$ cat src/inc/fp_consts.svh
// constants for the front panel scan and refresh block
// Operation
// - row strobes step through eight rows, each set by a key-area access
// - a column reading low in the selected row is a pressed key
// - one new key press per row scan, the lowest column, is sent as an ASCII code on serial out
// - received digits and minus signs become dot patterns on the display
// - areas get unique enables decoded from A3, A6, A7, A14, A15
// - address bits 0 to 13 go to every area in common
// - forty character-pair positions of 5 by 7 dots
// - one-hot 40-bit grid register, one pair enabled in turn near 80 Hz
// - seven shared 10-bit anode shift registers hold active pair dots
// - each anode register serves one dot row across the active pair
// - ten column shift pulses load the next pair, outputs unchanged
// - after the tenth pulse blanking turns off the current grid
// - while blanked one latch pulse updates anodes and steps the grid
// - blanking is released after the latch pulse
// - a 16-bit timer paces each refresh step
// - refresh gating and grid data leave through the parallel port
// - clear-to-send is bit 7 of the parallel port
// - key and display logic sit in the address map as locations
`ifndef FP_CONSTS_SVH
`define FP_CONSTS_SVH
`define FP_CLK_NS 50
`define FP_STEP_NS 312500
`define FP_BIT_NS 104000
`define FP_DWELL_NS 100000
`define FP_PAIRS 40
`define FP_ROWS 7
`define FP_COLS 10
`define FP_CHAR_COLS 5
`define FP_CHARS 80
`define FP_KEY_ROWS 8
`define FP_A15 15
`define FP_A14 14
`define FP_A7 7
`define FP_A6 6
`define FP_A3 3
`define FP_LOC_MSB 13
`define FP_KEY_BASE 16'h00c0
`define FP_KEY_CODE_BASE 8'h40
`define FP_CTRL_CHAR 8'h20
`define FP_GRID_RESET 40'h00_0000_0001
`define FP_ROW_RESET 8'hfe
`endif

$ cat src/inc/fp_pkg.sv
// types for the front panel scan and refresh block
package fp_pkg;
  typedef enum logic [2:0] {
    FP_WAIT = 3'h0,
    FP_SHIFT = 3'h1,
    FP_BLANK = 3'h3,
    FP_LATCH = 3'h2,
    FP_OPEN = 3'h6
  } fp_state_t;
  typedef struct packed {
    logic [15:0] addr;
    logic rd;
    logic wr;
  } fp_bus_t;
  typedef struct packed {
    logic cts;
    logic [2:0] spare;
    logic grid_data;
    logic blank_n;
    logic latch;
    logic shift;
  } fp_port_t;
  typedef struct packed {
    logic rom;
    logic ram;
    logic ctrl;
    logic key;
    logic disp;
  } fp_area_t;
endpackage : fp_pkg

$ cat src/rtl/fp_panel.sv
// front panel key scan, serial link and display refresh
`timescale 1ns/1ps
`include "fp_consts.svh"
module fp_panel
  import fp_pkg::*;
#(
  parameter logic [15:0] STEP_CYCLES = 16'(`FP_STEP_NS / `FP_CLK_NS)
)(
  input wire logic clk,
  input wire logic arst_n,
  input wire fp_bus_t bus,
  input wire logic [7:0] key_col_n,
  input wire logic rxd,
  output fp_area_t area_en,
  output logic [13:0] loc_addr,
  output logic [7:0] key_row_n,
  output logic txd,
  output fp_port_t port,
  output logic [39:0] grid,
  output logic [69:0] anode
);
  localparam int BIT_CYC = `FP_BIT_NS / `FP_CLK_NS;
  localparam int DWELL_CYC = `FP_DWELL_NS / `FP_CLK_NS;

  function automatic logic [34:0] fp_glyph(input logic [7:0] ch);
    case (ch)
      8'h30: fp_glyph = {7'h3e, 7'h51, 7'h49, 7'h45, 7'h3e};
      8'h31: fp_glyph = {7'h00, 7'h42, 7'h7f, 7'h40, 7'h00};
      8'h32: fp_glyph = {7'h42, 7'h61, 7'h51, 7'h49, 7'h46};
      8'h33: fp_glyph = {7'h21, 7'h41, 7'h45, 7'h4b, 7'h31};
      8'h34: fp_glyph = {7'h18, 7'h14, 7'h12, 7'h7f, 7'h10};
      8'h35: fp_glyph = {7'h27, 7'h45, 7'h45, 7'h45, 7'h39};
      8'h36: fp_glyph = {7'h3c, 7'h4a, 7'h49, 7'h49, 7'h30};
      8'h37: fp_glyph = {7'h01, 7'h71, 7'h09, 7'h05, 7'h03};
      8'h38: fp_glyph = {7'h36, 7'h49, 7'h49, 7'h49, 7'h36};
      8'h39: fp_glyph = {7'h06, 7'h49, 7'h49, 7'h29, 7'h1e};
      8'h2d: fp_glyph = {7'h08, 7'h08, 7'h08, 7'h08, 7'h08};
      default: fp_glyph = 35'h0_0000_0000;
    endcase
  endfunction : fp_glyph

  fp_state_t state;
  logic [15:0] timer, dec_addr, dwell;
  logic tick, phase, dec_act, send, tx_busy, rx_busy;
  logic [3:0] col_cnt, tx_left, rx_bits;
  logic [5:0] grid_idx, nxt_idx, col_base;
  logic [39:0] grid_sr;
  logic [9:0] anode_sr [`FP_ROWS];
  logic [7:0] text [`FP_CHARS];
  logic [6:0] cursor, char_idx, col_bits;
  logic [34:0] glyph;
  logic [2:0] scan_row, hit_col;
  logic [7:0] prev_n [`FP_KEY_ROWS];
  logic [7:0] hit;
  logic [9:0] tx_sr;
  logic [11:0] tx_cnt, rx_cnt;
  logic [8:0] rx_sr;

  // 16-bit refresh pacing timer
  always_ff @(posedge clk or negedge arst_n)
  begin
    if (!arst_n)
    begin
      timer <= 16'h0000;
      tick <= 1'b0;
    end
    else
    begin
      tick <= (timer == 16'h0000);
      timer <= (timer == 16'h0000) ? STEP_CYCLES - 16'h0001 :
               timer - 16'h0001;
    end
  end
  assign nxt_idx = (grid_idx == 6'(`FP_PAIRS - 1)) ? 6'h00 :
                   grid_idx + 6'h01;
  // first five shifts carry the left char, next five the right one
  assign char_idx = {nxt_idx, 1'b0} + 7'(col_cnt >= 4'(`FP_CHAR_COLS));
  assign glyph = fp_glyph(text[char_idx]);
  assign col_base = (col_cnt >= 4'(`FP_CHAR_COLS)) ?
                    6'(34 - 7 * (col_cnt - 4'(`FP_CHAR_COLS))) :
                    6'(34 - 7 * col_cnt);
  assign col_bits = glyph[col_base -: 7];
  // refresh sequencer
  always_ff @(posedge clk or negedge arst_n)
  begin
    if (!arst_n)
    begin
      state <= FP_WAIT;
      phase <= 1'b0;
      col_cnt <= 4'h0;
    end
    else
    begin
      case (state)
        FP_WAIT:
        begin
          if (tick)
          begin
            state <= FP_SHIFT;
            col_cnt <= 4'h0;
            phase <= 1'b0;
          end
        end
        FP_SHIFT:
        begin
          phase <= ~phase;
          if (phase)
          begin
            col_cnt <= col_cnt + 4'h1;
            if (col_cnt == 4'(`FP_COLS - 1))
              state <= FP_BLANK;
          end
        end
        FP_BLANK: state <= FP_LATCH;
        FP_LATCH: state <= FP_OPEN;
        FP_OPEN: state <= FP_WAIT;
        default: state <= FP_WAIT;
      endcase
    end
  end
  // anode shift registers, one per dot row of the pair
  genvar r;
  generate
    for (r = 0; r < `FP_ROWS; r++)
    begin : g_anode
      always_ff @(posedge clk or negedge arst_n)
      begin
        if (!arst_n)
        begin
          anode_sr[r] <= 10'h000;
          anode[r*`FP_COLS +: `FP_COLS] <= 10'h000;
        end
        else
        begin
          if (state == FP_SHIFT && phase)
            anode_sr[r] <= {anode_sr[r][8:0], col_bits[r]};
          if (state == FP_LATCH)
            anode[r*`FP_COLS +: `FP_COLS] <= anode_sr[r];
        end
      end
    end
  endgenerate
  // grid select and port outputs
  always_ff @(posedge clk or negedge arst_n)
  begin
    if (!arst_n)
    begin
      grid_sr <= `FP_GRID_RESET;
      grid_idx <= 6'h00;
      grid <= 40'h00_0000_0000;
      port <= '0;
    end
    else
    begin
      if (state == FP_LATCH)
      begin
        grid_sr <= {grid_sr[38:0], grid_sr[39]};
        grid_idx <= nxt_idx;
      end
      grid <= (state == FP_BLANK || state == FP_LATCH) ?
              40'h00_0000_0000 : grid_sr;
      port.shift <= (state == FP_SHIFT) && !phase;
      port.latch <= (state == FP_LATCH);
      port.blank_n <= !(state == FP_BLANK || state == FP_LATCH);
      port.grid_data <= grid_sr[39];
      port.spare <= 3'h0;
      port.cts <= !tx_busy;
    end
  end
  // block decode; the panel's own row accesses go through it too
  assign dec_act = bus.rd | bus.wr;
  assign dec_addr = dec_act ? bus.addr : (`FP_KEY_BASE | 16'(scan_row));
  always_ff @(posedge clk or negedge arst_n)
  begin
    if (!arst_n)
    begin
      area_en <= '0;
      loc_addr <= 14'h0000;
      key_row_n <= `FP_ROW_RESET;
    end
    else
    begin
      area_en.rom <= dec_addr[`FP_A15];
      area_en.ram <= !dec_addr[`FP_A15] && dec_addr[`FP_A14];
      area_en.ctrl <= !dec_addr[`FP_A15] && !dec_addr[`FP_A14] &&
                      dec_addr[`FP_A7] && !dec_addr[`FP_A6];
      area_en.key <= !dec_addr[`FP_A15] && !dec_addr[`FP_A14] &&
                     dec_addr[`FP_A7] && dec_addr[`FP_A6] &&
                     !dec_addr[`FP_A3];
      area_en.disp <= !dec_addr[`FP_A15] && !dec_addr[`FP_A14] &&
                      dec_addr[`FP_A7] && dec_addr[`FP_A6] &&
                      dec_addr[`FP_A3];
      loc_addr <= dec_addr[`FP_LOC_MSB:0];
      if (!dec_addr[`FP_A15] && !dec_addr[`FP_A14] && dec_addr[`FP_A7] &&
          dec_addr[`FP_A6] && !dec_addr[`FP_A3])
        key_row_n <= ~(8'h01 << dec_addr[2:0]);
    end
  end
  // newly pressed keys of the strobed row, lowest column first
  assign hit = ~key_col_n & prev_n[scan_row];
  always_comb
  begin
    hit_col = 3'h0;
    for (int c = 7; c >= 0; c--)
      if (hit[c])
        hit_col = 3'(c);
  end
  assign send = (dwell == 16'(DWELL_CYC - 1)) && (hit != 8'h00) && !tx_busy;
  // row scan; waits on a busy transmitter while the row shows a new press
  always_ff @(posedge clk or negedge arst_n)
  begin
    if (!arst_n)
    begin
      dwell <= 16'h0000;
      scan_row <= 3'h0;
      for (int i = 0; i < `FP_KEY_ROWS; i++)
        prev_n[i] <= 8'hff;
    end
    else if (dwell != 16'(DWELL_CYC - 1))
      dwell <= dwell + 16'h0001;
    else if (!tx_busy || hit == 8'h00)
    begin
      dwell <= 16'h0000;
      prev_n[scan_row] <= key_col_n;
      scan_row <= scan_row + 3'h1;
    end
  end
  // serial transmit, 8N1
  always_ff @(posedge clk or negedge arst_n)
  begin
    if (!arst_n)
    begin
      tx_sr <= 10'h3ff;
      tx_left <= 4'h0;
      tx_cnt <= 12'h000;
      tx_busy <= 1'b0;
      txd <= 1'b1;
    end
    else if (send)
    begin
      tx_sr <= {1'b1, `FP_KEY_CODE_BASE | {2'b00, scan_row, hit_col},
                1'b0};
      tx_left <= 4'(`FP_COLS);
      tx_cnt <= 12'h000;
      tx_busy <= 1'b1;
      txd <= 1'b1;
    end
    else if (tx_busy)
    begin
      txd <= tx_sr[0];
      if (tx_cnt == 12'(BIT_CYC - 1))
      begin
        tx_cnt <= 12'h000;
        tx_sr <= {1'b1, tx_sr[9:1]};
        tx_left <= tx_left - 4'h1;
        if (tx_left == 4'h1)
          tx_busy <= 1'b0;
      end
      else
        tx_cnt <= tx_cnt + 12'h001;
    end
    else
      txd <= 1'b1;
  end
  // serial receive into the character buffer
  always_ff @(posedge clk or negedge arst_n)
  begin
    if (!arst_n)
    begin
      rx_busy <= 1'b0;
      rx_cnt <= 12'h000;
      rx_bits <= 4'h0;
      rx_sr <= 9'h000;
      cursor <= 7'h00;
      for (int i = 0; i < `FP_CHARS; i++)
        text[i] <= `FP_CTRL_CHAR;
    end
    else if (!rx_busy)
    begin
      if (!rxd)
      begin
        rx_busy <= 1'b1;
        rx_cnt <= 12'(BIT_CYC / 2);
        rx_bits <= 4'h0;
      end
    end
    else if (rx_cnt == 12'(BIT_CYC - 1))
    begin
      rx_cnt <= 12'h000;
      rx_sr <= {rxd, rx_sr[8:1]};
      rx_bits <= rx_bits + 4'h1;
      if (rx_bits == 4'h9)
      begin
        rx_busy <= 1'b0;
        // control codes home the cursor
        if (rx_sr[8:1] < `FP_CTRL_CHAR)
          cursor <= 7'h00;
        else
        begin
          text[cursor] <= rx_sr[8:1];
          cursor <= (cursor == 7'(`FP_CHARS - 1)) ? 7'h00 :
                    cursor + 7'h01;
        end
      end
    end
    else
      rx_cnt <= rx_cnt + 12'h001;
  end
endmodule : fp_panel

$ cat config.mk
export PLATFORM = sky130hd
export DESIGN_NAME = fp_panel
export DESIGN_NICKNAME = d
export VERILOG_FILES = /design/src/inc/fp_pkg.sv /design/src/rtl/fp_panel.sv
export VERILOG_INCLUDE_DIRS = /design/src /design/src/inc
export SDC_FILE = /design/constraint.sdc
export NUM_CORES = 2
export LEC_CHECK = 0
export BUFFER_PORTS_ARGS = -buffer_cell sky130_fd_sc_hd__buf_2
export CELL_PAD_IN_SITES_DETAIL_PLACEMENT = 1
export CELL_PAD_IN_SITES_GLOBAL_PLACEMENT = 1
export CORE_MARGIN = 2
export CORE_UTILIZATION = 54
export CTS_BUF_LIST = sky130_fd_sc_hd__clkbuf_16
export CTS_CLUSTER_DIAMETER = 120
export CTS_CLUSTER_SIZE = 20
export DETAILED_ROUTE_END_ITERATION = 16
export GPL_ROUTABILITY_DRIVEN = 0
export PLACE_DENSITY_LB_ADDON = 0.15
export SETUP_SLACK_MARGIN = 0.15
export SLEW_MARGIN = 20
export SYNTH_ARGS = -nofsm -noshare
export SYNTH_HDL_FRONTEND = slang
export SYNTH_SLANG_ARGS = --single-unit
$ cat constraint.sdc
create_clock -name clk -period 13.51 [get_ports clk]
set_input_delay 0.6755 -clock clk [delete_from_list [all_inputs] [get_ports clk]]
set_output_delay 0.6755 -clock clk [all_outputs]
set_load 0.05 [all_outputs]
# Word-level counts from Yosys, hierarchy flattened
# Cells that the tools add are included.
# classes
add_sub_neg	14
n_mul	2
n_lt_le_gt_ge	7
eq_ne	28
shift	2
n_mux	64
bitwise	10
n_reduce_logical	39
# ops
operator	count
$bwmux W640	1
$pmux W35 S11	1
$eq A8 B6 Y1 const B	11
$mux W12	6
$bwmux W64	1
$mux W16	4
$bmux W8 S7	1
$demux W8 S7	1
$mux W8	6
$shiftx A41 B7 Y7	1
$mux W40	1
$mux W3	11
$mux W4	8
$mux W10	3
$add A12 B1 Y12 const B	2
$bmux W8 S3	1
$demux W8 S3	1
$eq A12 B12 Y1 const B	2
$add A16 B1 Y16 const B	1
$eq A16 B11 Y1 const B	1
$ge A8 B8 Y1 const B	2
$logic_not A16 Y1	1
$ne A16 B11 Y1 const B	1
$not A7 Y8	2
46 further kinds	96
# word_totals
regBits	1067
in_bits	29
output_inout_bits	146
word_cells	300

# Logic depth before layout (Yosys ltp)
# depth
word_depth	14
ltp_mapped	22
ltp_nobuf	21

# Worst setup path before layout
# No wires, ideal clock.
# synth_timing
path_type	flip-flop to flip-flop
start	register col_cnt[1]
end	register anode_sr[40] in the netlist's numbering
setup_time_ns	0.121
t_arrival_ns	4.583
t_required_ns	13.389
setup_slack_ns	8.806
stages_incl_launch_ff	22
n_path_buf	1
synth_period_minus_slack_ns	4.704
path_cell_list	dfrtp_1 inv_1 ha_1 a21oi_2 buf_2 xnor2_1 ha_1 inv_1 ha_1 ha_1 inv_1 ha_1 a21o_1 a21oi_1 xnor2_1 xnor2_1 a21oi_1 nand2_1 nor2_1 a221o_1 or4_1 o22a_1
# synth_between
elab_chain_len	9
word_cells_on_any_way	25
cone_classes	add/sub: 4; mul: 2; order compare: 1; eq/ne: 11; shift: 1; mux: 5; bitwise: 1
# synth_rtl
item	line	rtl
start, declared	fp_panel.sv:45	logic [3:0] col_cnt, tx_left, rx_bits;
start signal, assigned	fp_panel.sv:109	col_cnt <= col_cnt + 4'h1;
$ge A4 B3 Y1	fp_panel.sv:77, fp_panel.sv:79	
$add A7 B1 Y7	fp_panel.sv:77	assign char_idx = {nxt_idx, 1'b0} + 7'(col_cnt >= 4'(`FP_CHAR_COLS));
$not A7 Y8 (implied by the code)	fp_panel.sv:78	assign glyph = fp_glyph(text[char_idx]);
$bmux W8 S7	fp_panel.sv:78	
$mux W8 (implied by the code) (2 in series)	fp_panel.sv:78	
$eq A8 B6 Y1	fp_panel.sv:26	case (ch)
$pmux W35 S11	fp_panel.sv:26	
$shiftx A41 B7 Y7 (*)	fp_panel.sv:82	assign col_bits = glyph[col_base -: 7];
end signal, assigned by index	fp_panel.sv:136	anode_sr[r] <= {anode_sr[r][8:0], col_bits[r]};
end, declared	fp_panel.sv:48	logic [9:0] anode_sr [`FP_ROWS];
# Mark *: on every way between the ends. The rest lies on a longest branch, timed or not. The select of a mux whose other input is x is not followed.
# A chain may end at the register's enable or synchronous reset.

# Worst setup path in the final report
# layout_timing
start	register grid_idx[1]
end	register anode_sr[40] in the netlist's numbering
# layout_between
elab_chain_len	10
word_cells_on_any_way	21
cone_classes	add/sub: 2; eq/ne: 12; shift: 1; mux: 5; bitwise: 1
# layout_rtl
item	line	rtl
start, declared	fp_panel.sv:46	logic [5:0] grid_idx, nxt_idx, col_base;
start signal, assigned	fp_panel.sv:158	grid_idx <= nxt_idx;
$add A6 B1 Y6 / $eq A6 B6 Y1 (equally long branches)	fp_panel.sv:75, fp_panel.sv:74	
$mux W6 (*)	fp_panel.sv:74	assign nxt_idx = (grid_idx == 6'(`FP_PAIRS - 1)) ? 6'h00 :
$add A7 B1 Y7 (*)	fp_panel.sv:77	
$not A7 Y8 (implied by the code) (*)	fp_panel.sv:78	
$bmux W8 S7 (*)	fp_panel.sv:78	
$mux W8 (implied by the code) (*) (2 in series)	fp_panel.sv:78	
$eq A8 B6 Y1	fp_panel.sv:26	
$pmux W35 S11 (*)	fp_panel.sv:26	
$shiftx A41 B7 Y7 (*)	fp_panel.sv:82	
# Marks and branches as above.

==> results.md <==
* Row cnt at 112
* Die width at 310 µm
* Slew HR at 19.0%
* Max Clock Freq at 0.129 GHz
* Drt drc at 0
* Sw power at 1.29 mW
* Number of synthesized flops with an enable pin at 0
* Die footprint at 96100 µm²
* CTS buffer count at 59
* Comb power frac at 3.9%
* RR Startpoint: grid_idx[1]
* Port bufs at 171
* Multiplexer share of the synthesized area at 19.0%
* Routed via count at 37000
* Hold_ws at 0.168 ns
* Final Power at 5.39 mW
* Initial antenna violation count at 1
* GRT Util Overall at 30.8%
* Clock Path Buffers at 3
* Skew-Pair Late Insertion Delay at 0.71 ns
* Area Overhead vs Synth at 6.72%
* Core box area at 93000 µm²
* Max rail drop VDD at 0.0000964 V
* Post-layout nets at 4662
* DR iter-0 viols at 3206
* Pre-antenna DRT Iters at 5
* Share of cells above drive strength 1 at 27.4%
* Vias/cell at 6.27
* Wire length per cell at 25.1 µm
* RSZ-0062 raised after global routing: false
* Post-synth cell types at 98
* Worst hold-check path type: input port to register
* Grt ovf at 0
* Logic depth of the worst register-to-register path at 16
* Sequential power share at 61.0%
* Worst EP arrival at 8.35 ns
* Sw Ratio at 24.0%
* Post-synthesis adder-cell area fraction at 1.08%
* Final setup violation count at 0
* CTS clk-pin slew, worst paths at 0.10 ns
* Crit path time final at 7.75 ns
* Final wirelength at 148000 µm
* Syn_area_per_cell at 11.0 µm²
* Critical Path RT at 14.12 ns
* Pins Over Slew Limit at 0
* Critical Path Start Type: register
* Tcrit/Tclk final at 57.3%
* Number of routed nets with antenna violations at 0
* Compound-Gate Fraction of Synth Area at 8.70%
* Hold buffer count at cts at 1
* Setup Buffers After CTS at 0
* Actual slew at the worst max-slew pin at 1.20 ns
* Predominant post-synthesis flop cell: dfrtp_1
* Area leader, netlist: dfrtp_1
* Kind of critical path: register to register
* Synth top area share at 44.7%
* Crit path from: grid_idx[1]
* CTS Sinks at 1065
* Setup TNS at 0 ns
* Commonest non-fill, non-tap cell in the layout: nand2_1
* #FFs+latches synth at 1065
* Share of flip-flops with an asynchronous set or reset at 100%
* Root Driver: clkbuf_16
* Reg-to-reg slack, setup at 5.76 ns
* HP Start: bus[8]
* Outcome: completed
* Number of global-route vias before repair at 38400
* Reg2reg end: anode_sr[40]
* Clock power share at 35.1%
* Synth Area in XOR/XNOR at 1.00%
* PwrDens at 99.8 nW/µm²
* Max-cap violations at 0
* Hold depth at 2
* Most frequent cells in the layout: 927 x nand2_1, 894 x dfrtp_1, 710 x mux2_2, 194 x nor2_1, 170 x buf_2
* Yosys warnings at 0
* Critical Path Sink: anode_sr[40]
* CTS tree: done
* Simple-gate share of the synthesized area at 13.8%
* Seq/Total Area, Yosys at 53.1%
* Ranking of synthesized cells by area: dfrtp_1 45%, mux2_2 16%, dfstp_2 8.4%
* Gates resized, CTS repair at 0
* Clock Skews at 0.0200 ns
* Synthesized area at 50600 µm²
* # fillers at 9941
* Crit-path max FO at 82
* Post-Synthesis Cells at 4608
* Initial Util at 54.4%
* Main combinational cell family by area after synthesis: multiplexers
* Htree depth at 2
* First-pass GRT wire length at 230000 µm
* Worst setup EP type: register
* P_int at 4.09 mW
* Io pins at 175
* Hpwl dp at 95100 µm
* LEAKAGE at 25.7 nW
* Die Y-Extent at 310 µm
* Endpoints failing hold at 0
* Pin count of the biggest net entering global routing at 167
-- critical path, stage by stage, from the launching register on --
cell	delay (ns)
dfrtp_1	0.51
ha_2	0.40
and4bb_4	0.39
a21oi_4	0.19
buf_4	0.80
buf_4	0.96
mux2i_1	0.29
a211oi_1	0.10
nor4_1	0.53
o211ai_1	0.47
or3_1	0.85
nand4_1	0.46
o22ai_1	0.14
or3_1	0.43
a221o_1	0.33
or4_1	0.53
o22a_1	0.19
-- cells in the mapped netlist, types with 13 or more instances --
| library cell | number |
|---|---|
| mux2_2 | 710 |
| dfstp_2 | 162 |
| a21oi_1 | 139 |
| nor4_1 | 31 |
| mux2i_1 | 104 |
| nor2b_1 | 38 |
| nor2_1 | 197 |
| o21ai_0 | 111 |
| mux4_2 | 26 |
| xnor2_1 | 33 |
| and2_1 | 49 |
| nor3_1 | 89 |
| inv_1 | 53 |
| a221oi_1 | 25 |
| ha_1 | 35 |
| a22oi_1 | 34 |
| and3_1 | 38 |
| dfrtp_1 | 903 |
| buf_6 | 22 |
| a211oi_1 | 45 |
| o31ai_1 | 15 |
| a21o_1 | 13 |
| buf_1 | 27 |
| a2111oi_0 | 27 |
| buf_2 | 47 |
| clkbuf_1 | 213 |
| o22ai_1 | 39 |
| o211ai_1 | 27 |
| or3_1 | 31 |
| a31oi_1 | 29 |
| nand3_1 | 92 |
| nand4_1 | 19 |
| nand2b_1 | 26 |
| nand2_1 | 928 |
| xor2_1 | 23 |
-- cells by family after synthesis --
kind of cell	count (synthesis)
flip-flops	1065
AND/OR/NAND/NOR	1586
adder cells (fa/ha/maj)	41
XOR/XNOR	57
multiplexers	840
other	1
buffers and inverters	374
AO/OA/AOI/OAI	644
-- power by group through the flow --
stage	logic [mW]	clock network (mW)	registers (mW)
global route	0.238	2.03	3.29
CTS	0.216	1.94	3.28
detailed placement	0.215	0	3.34
floorplan	0.0863	0	3.35
finish	0.211	1.89	3.28
global placement	0.206	0	3.34
-- how the worst min path moves through the flow --
stage,end,slack (ns)
after CTS,area_en[2],0.12
after floorplan,anode[0],0.38
after global placement,port[3],0.41
final,area_en[2],0.17
after global routing,area_en[2],0.16
after detailed placement,port[3],0.42
-- sequential cells by signal (all words and copies together) (netlist names), 5 cells and up --
signal and count:
anode 70, anode_sr 70, area_en 5, cursor 7, dwell 16, grid 40
grid_idx 6, grid_sr 40, key_row_n 8, loc_addr 14, port 5, prev_n 64
rx_cnt 12, rx_sr 8, text 640, timer 16, tx_cnt 12, tx_sr 9
-- through the flow --
stage               utilization, %  worst slack [ns]  std cells  cell area (µm²)
floorplan                        -              8.81       4610            50600
global placement              56.2              6.02       5785            52300
detailed placement            56.2              5.91       5785            52300
CTS                           58.0              5.87       5892            54000
global route                  58.0              5.50       5892            54000
finish                        58.0              5.76       5893            54000
-- cell type report --
cell class	count	area [µm²]	share of cell area [%]
diodes	1	2.50	0.00464
clock buffers	59	1480	2.73
clock inverters	47	210	0.389
inverters	53	201	0.373
multi-input cells	3171	22200	41.1
flip-flops and latches	1065	26900	49.8
well taps	1254	1570	2.91
repair buffers	243	1450	2.69
-- per-layer routing --
layer	part of all wire [%]	wire (µm)	GRT usage [%]
met5	0.0088	13	0
met4	3.4	5100	10.8
met3	5.9	8810	4.53
met2	48	70400	50.5
met1	43	63800	42.0
Note: power is estimated with default switching activity, not from simulation.
